<file path="src/common/sac_cfg.svh">
`ifndef SAC_CFG_SVH
`define SAC_CFG_SVH
// Behaviour
// - Module runs only once enable bit 15 is set, the last step.
// - Master starts shifting and receiving when both buffer words are written.
// - Mono select sends the low buffer word on both left and right slots.
// - Mono select writable only while disabled; acts only in audio mode.
// - Protocol field bits 9-8 writable only while disabled; acts only in audio mode.
// - In audio mode outside protocol 11, frame pulse width behaves as one.

// ****************************************
// Register byte offsets
// ****************************************
`define SAC_OFS_CTRL_LOW   8'h00
`define SAC_OFS_CTRL_HIGH  8'h04
`define SAC_OFS_CTRL_SEC   8'h08
`define SAC_OFS_STAT_LOW   8'h0C
`define SAC_OFS_BUF_LOW    8'h10
`define SAC_OFS_BUF_HIGH   8'h14
`define SAC_OFS_INT_MASK   8'h18
`define SAC_OFS_RX_LOW     8'h1C
`define SAC_OFS_RX_HIGH    8'h20

// ****************************************
// Field positions
// ****************************************
`define SAC_BIT_EN        15
`define SAC_BIT_CKE       8
`define SAC_BIT_SLAVE_SELECT_PIN_ENABLE      7
`define SAC_BIT_MASTER_ROLE_SELECT     5
`define SAC_BIT_SMP       9
`define SAC_BIT_CKP       6
`define SAC_BIT_ROV       6
`define SAC_BIT_DONE      0
`define SAC_BIT_BUSY      1
`define SAC_BIT_AUDIO_CODEC_MODE     15
`define SAC_BIT_MONO      11
`define SAC_BIT_MOD_HI    9
`define SAC_BIT_MOD_LO    8
`define SAC_BIT_FRMEN     7
`define SAC_BIT_FRMPW     3

// ****************************************
// Reset values and timing
// ****************************************
`define SAC_RST_WORD      16'h0000
`define SAC_MOD_PCM       2'h3
`define SAC_CLK_HALF_NS   64
`define SAC_CLK_PERIOD_NS 8
`define SAC_HALF_CYC      (`SAC_CLK_HALF_NS / `SAC_CLK_PERIOD_NS)
`define SAC_FRAME_BITS    6'h20
`endif

</file>
<file path="src/common/sac_pkg.sv">
package sac_pkg;
  typedef enum logic [1:0] {
    SAC_IDLE = 2'b00,
    SAC_LEAD = 2'b01,
    SAC_SHIFT = 2'b10
  } sac_state_t;
  typedef logic [15:0] sac_word_t;
endpackage

</file>
<file path="src/common/sac_sync_if.sv">
`timescale 1ns/1ps
interface sac_sync_if;
  logic [2:0] raw;
  logic [2:0] synced;
  modport owner (output raw, input synced);
  modport sync (input raw, output synced);
endinterface

</file>
<file path="src/logic/sac_sync.sv">
`timescale 1ns/1ps
module sac_sync (
  // Clock and reset
  input wire logic aclk,
  input wire logic aresetn,
  // Pin group
  sac_sync_if.sync pins
);
  import sac_pkg::*;
  logic [2:0] stage1_q;
  logic [2:0] stage2_q;

  // Two flip-flop synchroniser per pin
  always_ff @(posedge aclk) begin
    if (!aresetn) begin
      stage1_q <= 3'h0;
      stage2_q <= 3'h0;
    end else begin
      stage1_q <= pins.raw;
      stage2_q <= stage1_q;
    end
  end
  assign pins.synced = stage2_q;
endmodule

</file>
<file path="src/logic/sac_top.sv">
// Added by the designer: the AXI4-Lite register port and the register offsets.
`timescale 1ns/1ps
`include "sac_cfg.svh"
module sac_top (
  // Clock and reset
  input wire logic aclk,
  input wire logic aresetn,
  // AXI4-Lite write
  input wire logic [7:0] s_axi_awaddr,
  input wire logic s_axi_awvalid,
  output logic s_axi_awready,
  input wire logic [31:0] s_axi_wdata,
  input wire logic [3:0] s_axi_wstrb,
  input wire logic s_axi_wvalid,
  output logic s_axi_wready,
  output logic [1:0] s_axi_bresp,
  output logic s_axi_bvalid,
  input wire logic s_axi_bready,
  // AXI4-Lite read
  input wire logic [7:0] s_axi_araddr,
  input wire logic s_axi_arvalid,
  output logic s_axi_arready,
  output logic [31:0] s_axi_rdata,
  output logic [1:0] s_axi_rresp,
  output logic s_axi_rvalid,
  input wire logic s_axi_rready,
  // Serial clock pin
  input wire logic sck_in,
  output logic sck_out,
  output logic sck_oe,
  // Frame pin
  input wire logic frame_in,
  output logic frame_out,
  output logic frame_oe,
  // Data pins
  input wire logic sdi,
  output logic sdo,
  // Interrupt
  output logic irq
);
  import sac_pkg::*;

  // ****************************************
  // Registers and pin synchroniser
  // ****************************************
  sac_word_t ctrl_low_q, ctrl_high_q, ctrl_sec_q, buf_low_q, buf_high_q;
  sac_word_t rx_low_q, rx_high_q;
  logic [31:0] shift_q;
  logic [1:0] stat_q, mask_q;
  logic rov_q, full_q;
  logic wr_lo_q, wr_hi_q;
  sac_state_t state_q;
  logic [5:0] bits_q;
  logic [3:0] div_q;
  logic sck_q, frame_q, sck_prev_q, slot_q;
  logic done_ev;
  sac_sync_if pin_if();
  assign pin_if.raw = {sck_in, frame_in, sdi};
  sac_sync u_sync (
    .aclk(aclk),
    .aresetn(aresetn),
    .pins(pin_if)
  );

  wire en = ctrl_low_q[`SAC_BIT_EN];
  wire master = ctrl_low_q[`SAC_BIT_MASTER_ROLE_SELECT];
  wire audio_codec_mode = ctrl_high_q[`SAC_BIT_AUDIO_CODEC_MODE];
  wire [1:0] amod = ctrl_high_q[`SAC_BIT_MOD_HI:`SAC_BIT_MOD_LO];
  wire mono = audio_codec_mode & ctrl_high_q[`SAC_BIT_MONO];
  wire framed = audio_codec_mode | ctrl_high_q[`SAC_BIT_FRMEN];
  wire pulse_w = (audio_codec_mode && amod != `SAC_MOD_PCM) | ctrl_high_q[`SAC_BIT_FRMPW];
  wire ss_honour = !master && ctrl_low_q[`SAC_BIT_SLAVE_SELECT_PIN_ENABLE];
  wire ckp = ctrl_low_q[`SAC_BIT_CKP];
  wire input_sample_phase = ctrl_low_q[`SAC_BIT_SMP];
  wire s_sck = pin_if.synced[2];
  wire s_frame = pin_if.synced[1];
  wire s_sdi = pin_if.synced[0];

  // ****************************************
  // AXI4-Lite slave
  // ****************************************
  logic aw_q, w_q;
  logic [7:0] awaddr_q;
  logic [15:0] wdata_q;
  logic [1:0] wstrb_q;
  wire do_wr = aw_q && w_q && !s_axi_bvalid;
  assign s_axi_awready = !aw_q && !s_axi_bvalid;
  assign s_axi_wready = !w_q && !s_axi_bvalid;
  assign s_axi_arready = !s_axi_rvalid;
  wire [15:0] wmask = {{8{wstrb_q[1]}}, {8{wstrb_q[0]}}};
  function automatic sac_word_t merge(input sac_word_t old, input sac_word_t nw, input sac_word_t m);
    merge = (old & ~m) | (nw & m);
  endfunction

  // Address and data capture in either order
  always_ff @(posedge aclk) begin
    if (!aresetn) begin
      aw_q <= 1'b0;
      w_q <= 1'b0;
      awaddr_q <= 8'h00;
      wdata_q <= 16'h0000;
      wstrb_q <= 2'h0;
      s_axi_bvalid <= 1'b0;
      s_axi_bresp <= 2'h0;
    end else begin
      if (s_axi_awvalid && s_axi_awready) begin
        aw_q <= 1'b1;
        awaddr_q <= s_axi_awaddr;
      end
      if (s_axi_wvalid && s_axi_wready) begin
        w_q <= 1'b1;
        wdata_q <= s_axi_wdata[15:0];
        wstrb_q <= s_axi_wstrb[1:0];
      end
      if (do_wr) begin
        aw_q <= 1'b0;
        w_q <= 1'b0;
        s_axi_bvalid <= 1'b1;
        s_axi_bresp <= (awaddr_q > `SAC_OFS_RX_HIGH || awaddr_q[1:0] != 2'h0) ? 2'h2 : 2'h0;
      end else if (s_axi_bready) begin
        s_axi_bvalid <= 1'b0;
      end
    end
  end

  // Control registers
  always_ff @(posedge aclk) begin
    if (!aresetn) begin
      ctrl_low_q <= `SAC_RST_WORD;
      ctrl_high_q <= `SAC_RST_WORD;
      ctrl_sec_q <= `SAC_RST_WORD;
      mask_q <= 2'h0;
    end else if (do_wr) begin
      case (awaddr_q)
        `SAC_OFS_CTRL_LOW: ctrl_low_q <= merge(ctrl_low_q, wdata_q, wmask);
        `SAC_OFS_CTRL_HIGH: begin
          // Mono and protocol locked while enabled
          ctrl_high_q <= merge(ctrl_high_q, wdata_q,
            wmask & (en ? 16'hF4FF : 16'hFFFF));
        end
        `SAC_OFS_CTRL_SEC: ctrl_sec_q <= merge(ctrl_sec_q, wdata_q, wmask);
        `SAC_OFS_INT_MASK: mask_q <= wdata_q[1:0] & wmask[1:0];
        default: ;
      endcase
    end
  end

  // Transmit buffers and start strobes
  wire wr_bl = do_wr && awaddr_q == `SAC_OFS_BUF_LOW;
  wire wr_bh = do_wr && awaddr_q == `SAC_OFS_BUF_HIGH;
  always_ff @(posedge aclk) begin
    if (!aresetn) begin
      buf_low_q <= `SAC_RST_WORD;
      buf_high_q <= `SAC_RST_WORD;
      wr_lo_q <= 1'b0;
      wr_hi_q <= 1'b0;
    end else begin
      if (wr_bl) buf_low_q <= merge(buf_low_q, wdata_q, wmask);
      if (wr_bh) buf_high_q <= merge(buf_high_q, wdata_q, wmask);
      if (state_q == SAC_LEAD) begin
        wr_lo_q <= 1'b0;
        wr_hi_q <= 1'b0;
      end else begin
        wr_lo_q <= wr_lo_q | wr_bl;
        wr_hi_q <= wr_hi_q | wr_bh;
      end
    end
  end

  // Read data path
  always_ff @(posedge aclk) begin
    if (!aresetn) begin
      s_axi_rvalid <= 1'b0;
      s_axi_rdata <= 32'h0000_0000;
      s_axi_rresp <= 2'h0;
    end else if (s_axi_arvalid && s_axi_arready) begin
      s_axi_rvalid <= 1'b1;
      s_axi_rresp <= 2'h0;
      case (s_axi_araddr)
        `SAC_OFS_CTRL_LOW: s_axi_rdata <= {16'h0000, ctrl_low_q};
        `SAC_OFS_CTRL_HIGH: s_axi_rdata <= {16'h0000, ctrl_high_q};
        `SAC_OFS_CTRL_SEC: s_axi_rdata <= {16'h0000, ctrl_sec_q};
        `SAC_OFS_STAT_LOW: s_axi_rdata <= {25'h0, rov_q, 4'h0, state_q != SAC_IDLE, stat_q[0]};
        `SAC_OFS_BUF_LOW: s_axi_rdata <= {16'h0000, buf_low_q};
        `SAC_OFS_BUF_HIGH: s_axi_rdata <= {16'h0000, buf_high_q};
        `SAC_OFS_INT_MASK: s_axi_rdata <= {30'h0, mask_q};
        `SAC_OFS_RX_LOW: s_axi_rdata <= {16'h0000, rx_low_q};
        `SAC_OFS_RX_HIGH: s_axi_rdata <= {16'h0000, rx_high_q};
        default: begin
          s_axi_rdata <= 32'h0000_0000;
          s_axi_rresp <= 2'h2;
        end
      endcase
    end else if (s_axi_rready) begin
      s_axi_rvalid <= 1'b0;
    end
  end
  wire rd_rx = s_axi_arvalid && s_axi_arready && s_axi_araddr == `SAC_OFS_RX_HIGH;

  // ****************************************
  // Status and interrupt
  // ****************************************
  wire w1c = do_wr && awaddr_q == `SAC_OFS_STAT_LOW;
  wire ov_ev = done_ev && full_q;
  always_ff @(posedge aclk) begin
    if (!aresetn) begin
      stat_q <= 2'h0;
      rov_q <= 1'b0;
      full_q <= 1'b0;
    end else begin
      // Set wins over a same-cycle clear
      stat_q[0] <= done_ev | (stat_q[0] & ~(w1c & wdata_q[`SAC_BIT_DONE]));
      stat_q[1] <= ov_ev | (stat_q[1] & ~(w1c & wdata_q[`SAC_BIT_ROV - 5]));
      rov_q <= ov_ev | (rov_q & ~(w1c & wdata_q[`SAC_BIT_ROV]));
      full_q <= done_ev | (full_q & ~rd_rx);
    end
  end
  assign irq = |(stat_q & mask_q);

  // ****************************************
  // Serial engine
  // ****************************************
  wire start = en && master && wr_lo_q && wr_hi_q;
  wire edge_lead = (state_q == SAC_SHIFT) && (master ? (div_q == 4'h0 && sck_q == ckp)
                   : (s_sck ^ sck_prev_q) && (s_sck != ckp));
  wire edge_trail = (state_q == SAC_SHIFT) && (master ? (div_q == 4'h0 && sck_q != ckp)
                    : (s_sck ^ sck_prev_q) && (s_sck == ckp));
  wire slave_go = en && !master && (framed ? s_frame : 1'b1) && (!ss_honour || s_frame);
  wire [5:0] frame_len = pulse_w ? 6'h10 : 6'h01;
  assign done_ev = edge_trail && bits_q == `SAC_FRAME_BITS - 6'h01;

  // Shift state machine
  always_ff @(posedge aclk) begin
    if (!aresetn) begin
      state_q <= SAC_IDLE;
      bits_q <= 6'h00;
      shift_q <= 32'h0000_0000;
      slot_q <= 1'b0;
    end else if (!en) begin
      state_q <= SAC_IDLE;
      bits_q <= 6'h00;
    end else begin
      case (state_q)
        SAC_IDLE: begin
          if (start || slave_go) begin
            state_q <= SAC_LEAD;
          end
        end
        SAC_LEAD: begin
          state_q <= SAC_SHIFT;
          bits_q <= 6'h00;
          // Mono repeats the low word in the left slot
          shift_q <= mono ? {buf_low_q, buf_low_q} : {buf_high_q, buf_low_q};
        end
        SAC_SHIFT: begin
          if (edge_lead == input_sample_phase) begin
            shift_q <= shift_q; // hold until the sampling edge
          end
          if (edge_trail) begin
            shift_q <= {shift_q[30:0], s_sdi};
            bits_q <= bits_q + 6'h01;
            if (bits_q == 6'h0F) slot_q <= ~slot_q;
            if (done_ev) begin
              state_q <= SAC_IDLE;
              slot_q <= 1'b0;
            end
          end
        end
        default: state_q <= SAC_IDLE;
      endcase
    end
  end

  // Receive capture at end of word
  always_ff @(posedge aclk) begin
    if (!aresetn) begin
      rx_low_q <= 16'h0000;
      rx_high_q <= 16'h0000;
    end else if (done_ev) begin
      rx_high_q <= shift_q[30:15];
      rx_low_q <= {shift_q[14:0], s_sdi};
    end
  end

  // Clock divider and pin drive
  always_ff @(posedge aclk) begin
    if (!aresetn) begin
      div_q <= 4'h0;
      sck_q <= 1'b0;
      frame_q <= 1'b0;
      sck_prev_q <= 1'b0;
    end else begin
      sck_prev_q <= s_sck;
      if (state_q == SAC_SHIFT && master) begin
        if (div_q == 4'h0) begin
          div_q <= 4'(`SAC_HALF_CYC - 1);
          sck_q <= ~sck_q;
        end else begin
          div_q <= div_q - 4'h1;
        end
      end else begin
        div_q <= 4'(`SAC_HALF_CYC - 1);
        sck_q <= ckp;
      end
      // Frame pulse: one clock or a full slot wide; in audio mode also high through the second slot
      frame_q <= framed && state_q == SAC_SHIFT && (bits_q < frame_len || (audio_codec_mode && slot_q));
    end
  end
  assign sck_out = sck_q;
  assign sck_oe = en && master;
  assign frame_out = frame_q;
  assign frame_oe = en && master && framed;
  assign sdo = shift_q[31];
endmodule

</file>
<file path="config.mk">
export PLATFORM = sky130hd
export DESIGN_NAME = sac_top
export DESIGN_NICKNAME = d
export VERILOG_FILES = /design/src/common/sac_pkg.sv /design/src/common/sac_sync_if.sv /design/src/logic/sac_sync.sv /design/src/logic/sac_top.sv
export VERILOG_INCLUDE_DIRS = /design/src /design/src/common
export SDC_FILE = /design/constraint.sdc
export NUM_CORES = 1
export LEC_CHECK = 0
export ABC_AREA = 1
export BUFFER_PORTS_ARGS = -buffer_cell sky130_fd_sc_hd__buf_2
export CORE_UTILIZATION = 25
export DETAILED_ROUTE_END_ITERATION = 12
export GPL_TIMING_DRIVEN = 0
export PLACE_DENSITY = 0.44
export SYNTH_ARGS = -nofsm -noshare
export SYNTH_HDL_FRONTEND = slang
export SYNTH_SLANG_ARGS = --single-unit
</file>
<file path="constraint.sdc">
create_clock -name aclk -period 1.7 [get_ports aclk]
set_input_delay 0.255 -clock aclk [delete_from_list [all_inputs] [get_ports aclk]]
set_output_delay 0.255 -clock aclk [all_outputs]
set_load 0.01 [all_outputs]
</file>
; ---- After elaboration in Yosys (flattened, before gate mapping)
; Cells that the tools add are included.
; W data, S select, Z words.
[op_classes]
addsub = 2
magnitude_cmp = 2
n_eq_ne = 25
mux = 26
bitwise_logic = 42
n_reduce_logical = 63
[ops]
columns = cell, count
row1 = $pmux W16 S9, 1
row2 = $and A16 B16 Y16, 8
row3 = $or A16 B16 Y16, 5
row4 = $mux W32, 2
row5 = $pmux W32 S2, 1
row6 = $eq A8 B5 Y1 const B, 7
row7 = $eq A8 B4 Y1 const B, 4
row8 = $not A16 Y16, 2
row9 = $logic_and A1 B1 Y1, 29
row10 = $eq A8 B3 Y1 const B, 2
row11 = $logic_not A8 Y1, 2
row12 = $mux W12, 1
row13 = $pmux W6 S2, 1
row14 = $reduce_and A2 Y1, 6
row15 = $reduce_bool A2 Y1, 6
row16 = $mux W1, 10
row17 = $mux W2, 5
row18 = $ne A2 B2 Y1 const B, 5
row19 = $reduce_or A9 Y1, 1
row20 = $and A1 B1 Y1, 8
row21 = $eq A8 B6 Y1 const B, 1
row22 = $gt A8 B6 Y1 const B, 1
row23 = $not A1 Y1, 8
row24 = $or A1 B1 Y1, 8
row25 = other kinds (23), 36
[word_totals]
register_bits = 240
wordCells = 194

; ---- Longest topological paths before layout
; Gate-level depths: netlist of the first run.
[depth]
depth_word = 8
mapped_depth = 11
mapped_depth_nobuf = 9

; ---- By module
; A second synthesis of the first run with hierarchy kept.
[hier_totals]
cells_unflattened = 1396
hier_area_um2 = 9859.5
[modules_own_cells]
columns = mod, instances, cells_each, area_per_inst_um2
row1 = sac_top, 1, 1378, 9694.3
row2 = sac_sync, 1, 18, 165.2

; ---- Worst setup path after synthesis of the first run
; No wires, ideal clock.
[synth_path]
kind = register -> register
startpoint = reg div_q[0]
endpoint = reg rx_low_q[2]
setup_time_ns = 0.132
arrival_time_ns = 1.411
required_ns = 1.568
path_slack_ns = 0.157
stages_incl_launch_ff = 12
synth_period_minus_slack_ns = 1.543
path_cell_list = dfxtp_1 inv_1 ha_1 nand2_1 nor2_2 nand3_1 nand2_1 nand2_1 buf_2 buf_2 nand2_1 a21oi_1
[synth_between]
elab_chain_cells = 5
[synth_lines]
columns = element, line
row1 = "start, declared", sac_top.sv:54  ; logic [3:0] div_q;
row2 = "start signal, assigned", sac_top.sv:296  ; div_q <= 4'(`SAC_HALF_CYC - 1);
row3 = "start signal, assigned", sac_top.sv:299  ; div_q <= div_q - 4'h1;
row4 = "start signal, assigned", sac_top.sv:302  ; div_q <= 4'(`SAC_HALF_CYC - 1);
row5 = $logic_not A4 Y1, sac_top.sv:226  ; wire edge_trail = (state_q == SAC_SHIFT) && (master ? (div_q == 4'h0 && sck_q != ckp)
row6 = $logic_and A1 B1 Y1, sac_top.sv:226
row7 = $mux W1, sac_top.sv:226
row8 = $logic_and A1 B1 Y1, sac_top.sv:226
row9 = $logic_and A1 B1 Y1, sac_top.sv:230  ; assign done_ev = edge_trail && bits_q == `SAC_FRAME_BITS - 6'h01;
row10 = "end signal, assigned", sac_top.sv:281  ; rx_low_q <= {shift_q[14:0], s_sdi};
row11 = "end, declared", sac_top.sv:47  ; sac_word_t rx_low_q, rx_high_q;
; No other way between the ends.
; A chain may end at the register's enable or synchronous reset.

; ---- Worst setup path after layout of the first run
[layout_path]
startpoint = in s_axi_araddr[0]
endpoint = reg s_axi_rdata[3]
[layout_between]
elab_chain_cells = 2
[layout_lines]
columns = element, line
row1 = "start, declared", sac_top.sv:20  ; input wire logic [7:0] s_axi_araddr,
row2 = "$eq A8 B6 Y1, or another cell as far along", sac_top.sv:179  ; case (s_axi_araddr)
row3 = $pmux W16 S9 *, sac_top.sv:179
row4 = "end signal, assigned", sac_top.sv:180  ; `SAC_OFS_CTRL_LOW: s_axi_rdata <= {16'h0000, ctrl_low_q};
row5 = "end signal, assigned", sac_top.sv:181  ; `SAC_OFS_CTRL_HIGH: s_axi_rdata <= {16'h0000, ctrl_high_q};
row6 = "end signal, assigned", sac_top.sv:182  ; `SAC_OFS_CTRL_SEC: s_axi_rdata <= {16'h0000, ctrl_sec_q};
row7 = "end, declared", sac_top.sv:23  ; output logic [31:0] s_axi_rdata,
; Mark *: on every way between the ends. The rest lies on a longest branch, timed or not.

==> reports/metrics.csv, run 1 <==
metric;value;unit
outcome;finished, final reports clean;
area fraction of the dominant cell type after synthesis;0.453;
DIE HEIGHT;200;µm
Syn. warnings;0;
area of the core;0.0386;mm²
Inst Count DP;1993;
DPL Wire Length;28.7;mm
number of DRC markers after the initial detailed-route iteration;774;
Die X;200;µm
Pwr per Cell Area;932;mW/mm²
flip-flop cell with the highest count after synthesis;dfxtp_1;
count of mapped cells out of synthesis;1386;
maximum fanout encountered on the critical timing path;10;
mean number of vias per cell;4.64;
total power;12100;µW
synth top area cells;dfxtp_1, nand2_1, a21oi_1;
maximum clock frequency;0.590;GHz
count of clock tree sinks;222;
clock skew;10.3;ps
arrival time of data at the critical path endpoint;2170;ps
setup slack of the most critical reg-to-reg path;50;ps
cell at the root of the clock tree;clkbuf_16;
top library cells by usage in the layout, fill and taps aside;nand2_1, dfxtp_1, o21ai_0, a21oi_1, nor2_1;
routability-driven placement congestion ratio;0.922;
IR Drop Worst-Case VDD;0.654;mV
total overflow reported by the global router;0;
overall global routing resource usage;0.190;
max-cap violation count;0;
class of the most critical setup path;in -> reg;
Layout area overhead;32.0;%
relative slew slack;0.421;
async set-reset flop share out of synthesis;0;
proportion of layout cells with a drive suffix above 1;0.204;
most frequent standard cell in the layout excluding fill and tap cells;nand2_1;
clock buffers created by TritonCTS;28;
Final Cycle Share;0.998;
DRT Wirelength;37.9;mm
first-pass detailed-route iteration total;5;
effective utilization at floorplan;0.254;
start point of the worst hold path;s_axi_bready;
min cycle time layout;1700;ps
category of the worst setup path launch point;primary input;
number of distinct library cell variants in the gate-level netlist after synthesis;36;
unrepaired setup endpoints after global routing;yes;
dominant cell type by area after synthesis;dfxtp_1;
number of core rows;72;
path type of the worst min-delay path;in -> reg;
count of flip-flops with a built-in enable after synthesis;0;
Final setup violation count;0;
I/O pin count;109;
share of the core filled with cells in the final layout;0.335;
depth of the CTS H-tree;1;
count of nets after finishing;1631;
static leakage;0.00504;µW
Max Transition Viols Final;0;
slew of the pin with the lowest slew margin;869;ps
buffers from clock root to sink, at most;3;
Seq cells post-synth;222;
Final Hold Vio Count;0;
sequential area share after synthesis;0.453;
Post-Syn Area per Cell;7.08;µm²
number of global-route vias before repair;9055;
diode insertion count for antenna repair;0;
clock-pin transition on the worst setup and hold timing paths;60;ps
number of routed nets with antenna violations;0;
average detailed-routed wire length per instance;18.1;µm
startpoint of the most critical setup path;s_axi_araddr[0];
post-synthesis cell area;0.00981;mm²
via count of the routed design;9740;
Die Outline Area;0.0400;mm²
clock tree from TritonCTS;yes;
final routed DRC violation total;0;
global-route wire length before repair;56.3;mm
# fillers;4211;
filler-free cell count of the finished design;2100;
element type at the critical path end;register;
worst reg2reg startpoint;div_q[0];
number of antenna violations at the first check in global routing;1;
Required @ worst endpoint;2170;ps
number of I/O port buffers;72;
clk_lat worst skew;550;ps
largest net degree at the start of global routing;14;
-- synth_stat cells (all sizes together), types with 5 or more instances --
| cell type | n |
|---|---|
| a211oi | 19 |
| a21oi | 168 |
| buf | 60 |
| clkbuf | 35 |
| dfxtp | 222 |
| inv | 143 |
| nand2 | 260 |
| nand3 | 112 |
| nor2 | 155 |
| nor3 | 5 |
| o211ai | 18 |
| o21ai | 169 |
-- kinds of logic after synthesis --
group / synth area share
AOI/OAI and AO/OA: 0.204
adders and majority gates: 0.00383
DFF: 0.453
other: 0.000382
and+or+nand+nor: 0.231
xor gates and xnor gates: 0.00357
buffers and inverters: 0.104
-- final timing paths --
kind | to | depth (start not counted)
min reg2reg | u_sync.pins.synced[0] | 2
max | s_axi_rdata[3] | 11
min | s_axi_bvalid | 4
max reg2reg | shift_q[0] | 10
-- critical path, cell delays in order --
cell and delay (ps):
buf_2 110, inv_1 40, nand2_1 150, nor2_4 370, nand2_2 250, buf_2 290
o21ai_1 280, nor2_1 90, nand2_1 130, nand2_1 80, a21oi_1 110
-- report_power, final --
part / switching (µW) / internal, µW / total (µW)
logic: 493 / 276 / 769
clock network: 2330 / 3560 / 5890
registers: 127 / 5290 / 5420
-- area by class of cell --
class | instances | area [µm²] | area share
buffer | 94 | 599 | 0.0463
clock buffer | 40 | 847 | 0.0654
clock inverter | 6 | 57.6 | 0.00444
inverter | 144 | 549 | 0.0424
multi-input combinational | 942 | 4810 | 0.371
sequential | 222 | 4470 | 0.345
tap | 518 | 648 | 0.0500
timing repair buffer | 134 | 973 | 0.0752
-- stage by stage --
| stage | TNS, ps | worst slack, ps | hold slack, ps | area, µm² |
|---|---|---|---|---|
| floorplan | 0 | 157 | 353 | 9870 |
| global placement | -44940 | -628 | 400 | 10900 |
| detailed placement | -47850 | -601 | 398 | 10900 |
| CTS | -65.6 | -25.9 | 4.62 | 12400 |
| global route | -189 | -47.4 | 21.7 | 13000 |
| finish | 0 | 4.13 | 17.0 | 13000 |
-- what timing repair did --
action	4_1_cts	5_1_grt
resized for setup	72	109
hold buffers	27	0
buffers inserted	17	15
endpoints found under the hold margin	27	0
gates cloned	0	3
pin swaps	10	16
setup endpoints to repair	155	151
-- routing by layer --
layer,part of all wire,vias to the layer above,GRT usage
li1,-,4885,-
met1,0.47,4486,0.265
met2,0.43,298,0.298
met3,0.061,71,0.0326
met4,0.032,0,0.0551
met5,0,-,0
No activity file was read; power rests on OpenSTA's default activity.
==> run 2: changes to the inputs <==
--- a/config.mk
+++ b/config.mk
@@ -14,4 +14,5 @@
 export PLACE_DENSITY = 0.44
 export SYNTH_ARGS = -nofsm -noshare
 export SYNTH_HDL_FRONTEND = slang
+export SYNTH_HIERARCHICAL = 1
 export SYNTH_SLANG_ARGS = --single-unit
==> reports/metrics.csv, run 2 <==
metric;value;unit
most frequent standard cell in the layout excluding fill and tap cells;dfxtp_1;
number of I/O port buffers;72;
dominant cell type by area after synthesis;dfxtp_1;
diode insertion count for antenna repair;0;
depth of the CTS H-tree;1;
critical path buffer and inverter count;3;
most used standard cell by instance count after synthesis;dfxtp_1;
static leakage;0.00501;µW
unrepaired setup endpoints after global routing;yes;
Required @ worst endpoint;2110;ps
area of the core;0.0387;mm²
Die X;201;µm
cell at the root of the clock tree;clkbuf_16;
Final setup violation count;0;
proportion of layout cells with a drive suffix above 1;0.180;
worst reg2reg startpoint;state_q[1];
clock skew;20.6;ps
slowest stage cell, crit path;dfxtp_1;
setup slack of the most critical reg-to-reg path;60;ps
dominant delay contributor by cell family on the critical path;simple AND/OR/NAND/NOR gates;
number of DRC markers after the initial detailed-route iteration;946;
setup_tns;0;ps
portion of total power attributed to sequential cells;0.441;
count of mapped cells out of synthesis;1396;
category of the worst setup path launch point;register;
DPL Wire Length;29.3;mm
post-synthesis cell area;0.00986;mm²
async set-reset flop share out of synthesis;0;
Die Outline Area;0.0402;mm²
clock-pin transition on the worst setup and hold timing paths;60;ps
Hold Worst Slack;17.0;ps
IR Drop Worst-Case VDD;0.660;mV
total overflow reported by the global router;0;
max-cap violation count;0;
outcome;finished, final reports clean;
Largest stage delay, worst path;400;ps
clk_lat worst skew;560;ps
average detailed-routed wire length per instance;18.3;µm
number of global-route vias before repair;9468;
number of routed nets with antenna violations;0;
effective utilization at floorplan;0.255;
largest net degree at the start of global routing;14;
number of core rows;72;
logic depth of the worst setup path including buffers;8;
# fillers;4274;
net switching component of the power;2950;µW
post-route setup slack;59.1;ps
relative slew slack;0.431;
Max Transition Viols Final;0;
clock tree from TritonCTS;yes;
DRT Wirelength;38.4;mm
number of distinct library cell variants in the gate-level netlist after synthesis;34;
final routed DRC violation total;0;
overall global routing resource usage;0.188;
critical register-to-register path endpoint;shift_q[18];
slew of the pin with the lowest slew margin;854;ps
count of flip-flops with a built-in enable after synthesis;0;
count of nets after finishing;1623;
cell count of the worst hold path;3;
synth top area cells;dfxtp_1, o21ai_0, a21oi_1;
I/O pin count;109;
internal power of the cells;9340;µW
part of the power in the clock network;0.498;
flip-flop cell with the highest count after synthesis;dfxtp_1;
number of cell instances on the worst register-to-register path;8;
via count of the routed design;9948;
number of antenna violations at the first check in global routing;1;
routability-driven placement congestion ratio;0.944;
buffers from clock root to sink, at most;3;
top library cells by usage in the layout, fill and taps aside;dfxtp_1, nand2_1, o21ai_0, a21oi_1, nor2_1;
class of the most critical setup path;reg -> reg;
Final Cycle Share;0.965;
share of power burned in combinational logic;0.062;
start point of the worst hold path;s_axi_wdata[9];
worst slack at placement;-659;ps
min cycle time layout;1640;ps
Post-Syn Area per Cell;7.06;µm²
cells along the critical path;nand2_4 -> inv_4 -> nand4_1 -> nand3_4 -> inv_8 -> buf_8 -> o21ai_0 -> a21oi_1;
Pwr per Cell Area;957;mW/mm²
Final Hold Vio Count;0;
sequential area share after synthesis;0.451;
global-route wire length before repair;58.0;mm
clock buffers created by TritonCTS;27;
Seq cells post-synth;222;
mean number of vias per cell;4.75;
path type of the worst min-delay path;in -> reg;
area fraction of the dominant cell type after synthesis;0.451;
element type at the critical path end;register;
Syn. warnings;6;
DIE HEIGHT;201;µm
synth cell count leaders;dfxtp_1, nand2_1, o21ai_0, a21oi_1, nor2_1;
Layout area overhead;30.3;%
arrival time of data at the critical path endpoint;2050;ps
endpoint of the worst hold path;wdata_q[9];
maximum clock frequency;0.609;GHz
fraction of power spent switching nets;0.240;
first-pass detailed-route iteration total;5;
maximum fanout encountered on the critical timing path;10;
count of clock tree sinks;222;
-- run 2: power groups by stage --
stage	combinational, µW	sequential, µW	clock, µW
6_report	758	5420	6110
2_1_floorplan	390	5460	0
3_5_place_dp	625	5520	0
5_1_grt	846	5420	6450
4_1_cts	732	5410	6230
3_3_place_gp	622	5520	0
-- run 2: through the flow --
| stage | cells | total power [µW] | area, µm² | utilization |
|---|---|---|---|---|
| 3_5_place_dp | 2003 | 6150 | 10900 | 0.282 |
| 5_1_grt | 2096 | 12700 | 12800 | 0.332 |
| 2_1_floorplan | 1413 | 5850 | 9920 | - |
| 4_1_cts | 2087 | 12400 | 12500 | 0.322 |
| 3_3_place_gp | 2003 | 6150 | 10900 | 0.282 |
| 6_report | 2096 | 12300 | 12800 | 0.332 |
-- run 2: timing repair --
item	in CTS	in global routing
pin swaps	8	25
gates cloned	0	2
endpoints found under the setup margin	163	115
setup buffers	12	8
hold buffers	25	0
resized for setup	75	117
endpoints found under the hold margin	25	0
-- run 2: worst max-delay path by stage --
stage	from	to	slack, ps
floorplan	bits_q[0]	rx_low_q[10]	180
global placement	register	shift_q[30]	-620
detailed placement	register	shift_q[30]	-660
CTS	register	frame_oe	-60
global route	state_q[1]	shift_q[9]	-40
finish	state_q[1]	shift_q[18]	60
-- run 2: per-layer routing --
metal  part of all wire  global-route usage  up-vias
li1                   -                   -     4911
met1               0.47               0.261     4673
met2               0.44               0.298      297
met3              0.052              0.0218       67
met4              0.035              0.0687        0
met5                  0                   0        -
-- run 2: area by class of cell --
type                            count  area [µm²]  area share
Multi-Input combinational cell    943        4720       0.368
Buffer                             96         631      0.0491
Clock buffer                       37         773      0.0602
Tap cell                          518         648      0.0505
Sequential cell                   222        4460       0.347
Timing Repair Buffer              119         866      0.0674
Clock inverter                     12         166      0.0130
Inverter                          149         574      0.0447
-- run 2: cell families after synthesis --
family                   after synthesis  share of synthesized area
XOR/XNOR                               3                    0.00267
other                                  1                   0.000380
AO/OA/AOI/OAI                        414                      0.221
flip-flops                           222                      0.451
AND/OR/NAND/NOR                      505                      0.215
buffers and inverters                248                      0.107
adder cells (fa/ha/maj)                3                    0.00381
-- run 2: tightest hold or removal path, delay by kind of cell --
| family | cells | cell delay (ps) |
|---|---|---|
| AOI/OAI and AO/OA | 1 | 110 |
| and+or+nand+nor | 1 | 90 |
| buffers and inverters | 1 | 80 |
==> run 3: changes to the inputs <==
--- a/config.mk
+++ b/config.mk
@@ -8,10 +8,12 @@
 export LEC_CHECK = 0
 export ABC_AREA = 1
 export BUFFER_PORTS_ARGS = -buffer_cell sky130_fd_sc_hd__buf_2
+export CELL_PAD_IN_SITES_DETAIL_PLACEMENT = 1
+export CELL_PAD_IN_SITES_GLOBAL_PLACEMENT = 1
 export CORE_UTILIZATION = 25
 export DETAILED_ROUTE_END_ITERATION = 12
 export GPL_TIMING_DRIVEN = 0
-export PLACE_DENSITY = 0.44
+export PLACE_DENSITY = 0.55
 export SYNTH_ARGS = -nofsm -noshare
 export SYNTH_HDL_FRONTEND = slang
 export SYNTH_HIERARCHICAL = 1
==> reports/metrics.csv, run 3 (synthesized netlist as in run 2, its figures left out) <==
metric;value;unit
outcome;complete, but fails checks;
violated checks;setup timing;
buffers from clock root to sink, at most;3;
final routed DRC violation total;0;
path type of the worst min-delay path;in -> reg;
Final setup violation count;1;
static leakage;0.00505;µW
global-route wire length before repair;63.9;mm
clk_lat worst skew;550;ps
number of cell instances on the worst register-to-register path;10;
number of global-route vias before repair;10329;
diode insertion count for antenna repair;0;
Final Hold Vio Count;0;
first-pass detailed-route iteration total;4;
Hold Worst Slack;33.2;ps
worst slack at placement;-797;ps
area of the core;0.0387;mm²
Pwr per Cell Area;924;mW/mm²
maximum clock frequency;0.584;GHz
placed inst area;0.0109;mm²
Final Cycle Share;1.01;
min cycle time layout;1710;ps
clock tree from TritonCTS;yes;
combined area of the multi-input logic cells;0.00504;mm²
Die X;201;µm
maximum fanout encountered on the critical timing path;6;
total overflow reported by the global router;0;
most used cell along the critical path;nand3_4;
count of nets after finishing;1633;
proportion of layout cells with a drive suffix above 1;0.216;
effective utilization at floorplan;0.255;
number of I/O port buffers;72;
unrepaired setup endpoints after global routing;yes;
number of DRC markers after the initial detailed-route iteration;555;
number of routed nets with antenna violations;0;
met2 Usage GRT;0.340;
share of power burned in combinational logic;0.066;
number of antenna violations at the first check in global routing;2;
dominant delay contributor by cell family on the critical path;simple AND/OR/NAND/NOR gates;
storage element area;0.00447;mm²
total power;12200;µW
largest net degree at the start of global routing;17;
class of the most critical setup path;reg -> reg;
final standard cell area without fillers;0.0132;mm²
logic depth of the worst setup path including buffers;10;
element type at the critical path end;register;
average detailed-routed wire length per instance;20.1;µm
setup_tns;-13.3;ps
arrival time of data at the critical path endpoint;2180;ps
I/O pin count;109;
fraction of power spent switching nets;0.250;
clock-pin transition on the worst setup and hold timing paths;60;ps
met3 usage in global routing;0.0239;
DRT Wirelength;42.3;mm
routability-driven placement congestion ratio;0.892;
Max Transition Viols Final;0;
clock buffers created by TritonCTS;27;
critical path buffer and inverter count;3;
IR Drop Worst-Case VDD;0.716;mV
category of the worst setup path launch point;register;
depth of the CTS H-tree;1;
slowest stage cell, crit path;dfxtp_2;
slew of the pin with the lowest slew margin;868;ps
post-route setup slack;-13.3;ps
most frequent standard cell in the layout excluding fill and tap cells;nand2_1;
number of core rows;72;
# fillers;4800;
cell count of the worst hold path;3;
net switching component of the power;3040;µW
count of clock tree sinks;222;
met1 global-route usage;0.290;
DIE HEIGHT;201;µm
relative slew slack;0.421;
clock skew;17.5;ps
Largest stage delay, worst path;320;ps
most heavily used metal layer in global routing;met2;
mean number of vias per cell;4.77;
part of the power in the clock network;0.489;
Die Outline Area;0.0402;mm²
max-cap violation count;0;
via count of the routed design;10047;
cells along the critical path;inv_2 -> ha_4 -> nand2_4 -> nor2_4 -> nand3_4 -> nand3_4 -> buf_8 -> buf_6 -> nand3_1 -> a21oi_2;
overall global routing resource usage;0.207;
top library cells by usage in the layout, fill and taps aside;nand2_1, dfxtp_1, a21oi_1, nor2_1, o21ai_0;
Layout area overhead;33.5;%
cell at the root of the clock tree;clkbuf_16;
Required @ worst endpoint;2170;ps
DPL Wire Length;32.0;mm
internal power of the cells;9120;µW
portion of total power attributed to sequential cells;0.445;
run 3: changes by cell type in the layout (fill, tap and decap cells not counted), moves of 6 or more:
cell and delta:
nand3_1 -19, o21ai_0 -18, o21ai_2 +16, a21oi_1 -14, a21oi_2 +13, nand3_2 +11
buf_4 +9, nand3_4 +8, dfxtp_1 -6
run 3: power groups by stage:
stage          sequential, µW  combinational, µW  clock, µW
3_5_place_dp             5530                640          0
3_3_place_gp             5520                632          0
6_report                 5420                801       5950
4_1_cts                  5410                751       6090
5_1_grt                  5430                891       6250
2_1_floorplan            5460                390          0
run 3: repair_timing:
action,in CTS,in global routing
setup endpoints to repair,165,152
buffers inserted,20,8
resized for setup,120,158
endpoints found under the hold margin,29,0
gates cloned,2,1
pin swaps,21,40
hold buffers,29,0
run 3: worst min-delay path, cell delays in order:
cell and delay [ps]:
buf_2 80, o21ai_0 100, a21oi_1 110
run 3: area by class of cell:
class | count | area share
clock inverter | 12 | 0.0107
buffer | 93 | 0.0454
multi-input combinational | 943 | 0.383
sequential | 222 | 0.340
clock buffer | 38 | 0.0575
tap | 518 | 0.0492
inverter | 149 | 0.0438
timing repair buffer | 132 | 0.0707
run 3: stage by stage:
stage / cells / util
3_5_place_dp: 2003 / 0.282
5_1_grt: 2107 / 0.340
6_report: 2107 / 0.340
4_1_cts: 2101 / 0.325
3_3_place_gp: 2003 / 0.282
2_1_floorplan: 1413 / -
run 3: worst paths after layout:
path / from / end / slack (ps)
max: div_q[0] / shift_q[13] / -10
min: s_axi_wdata[0] / wdata_q[0] / 30
max reg2reg: div_q[0] / shift_q[13] / -10
min reg2reg: u_sync/stage1_q[1] / u_sync/pins.synced[1] / 410
run 3: metal layers:
| layer | vias to the layer above | wire length, µm | part of all wire |
|---|---|---|---|
| met5 | - | 0 | 0 |
| met4 | 0 | 1300 | 0.031 |
| met3 | 54 | 1710 | 0.040 |
| met2 | 215 | 19200 | 0.45 |
| met1 | 4841 | 20100 | 0.47 |
| li1 | 4937 | - | - |
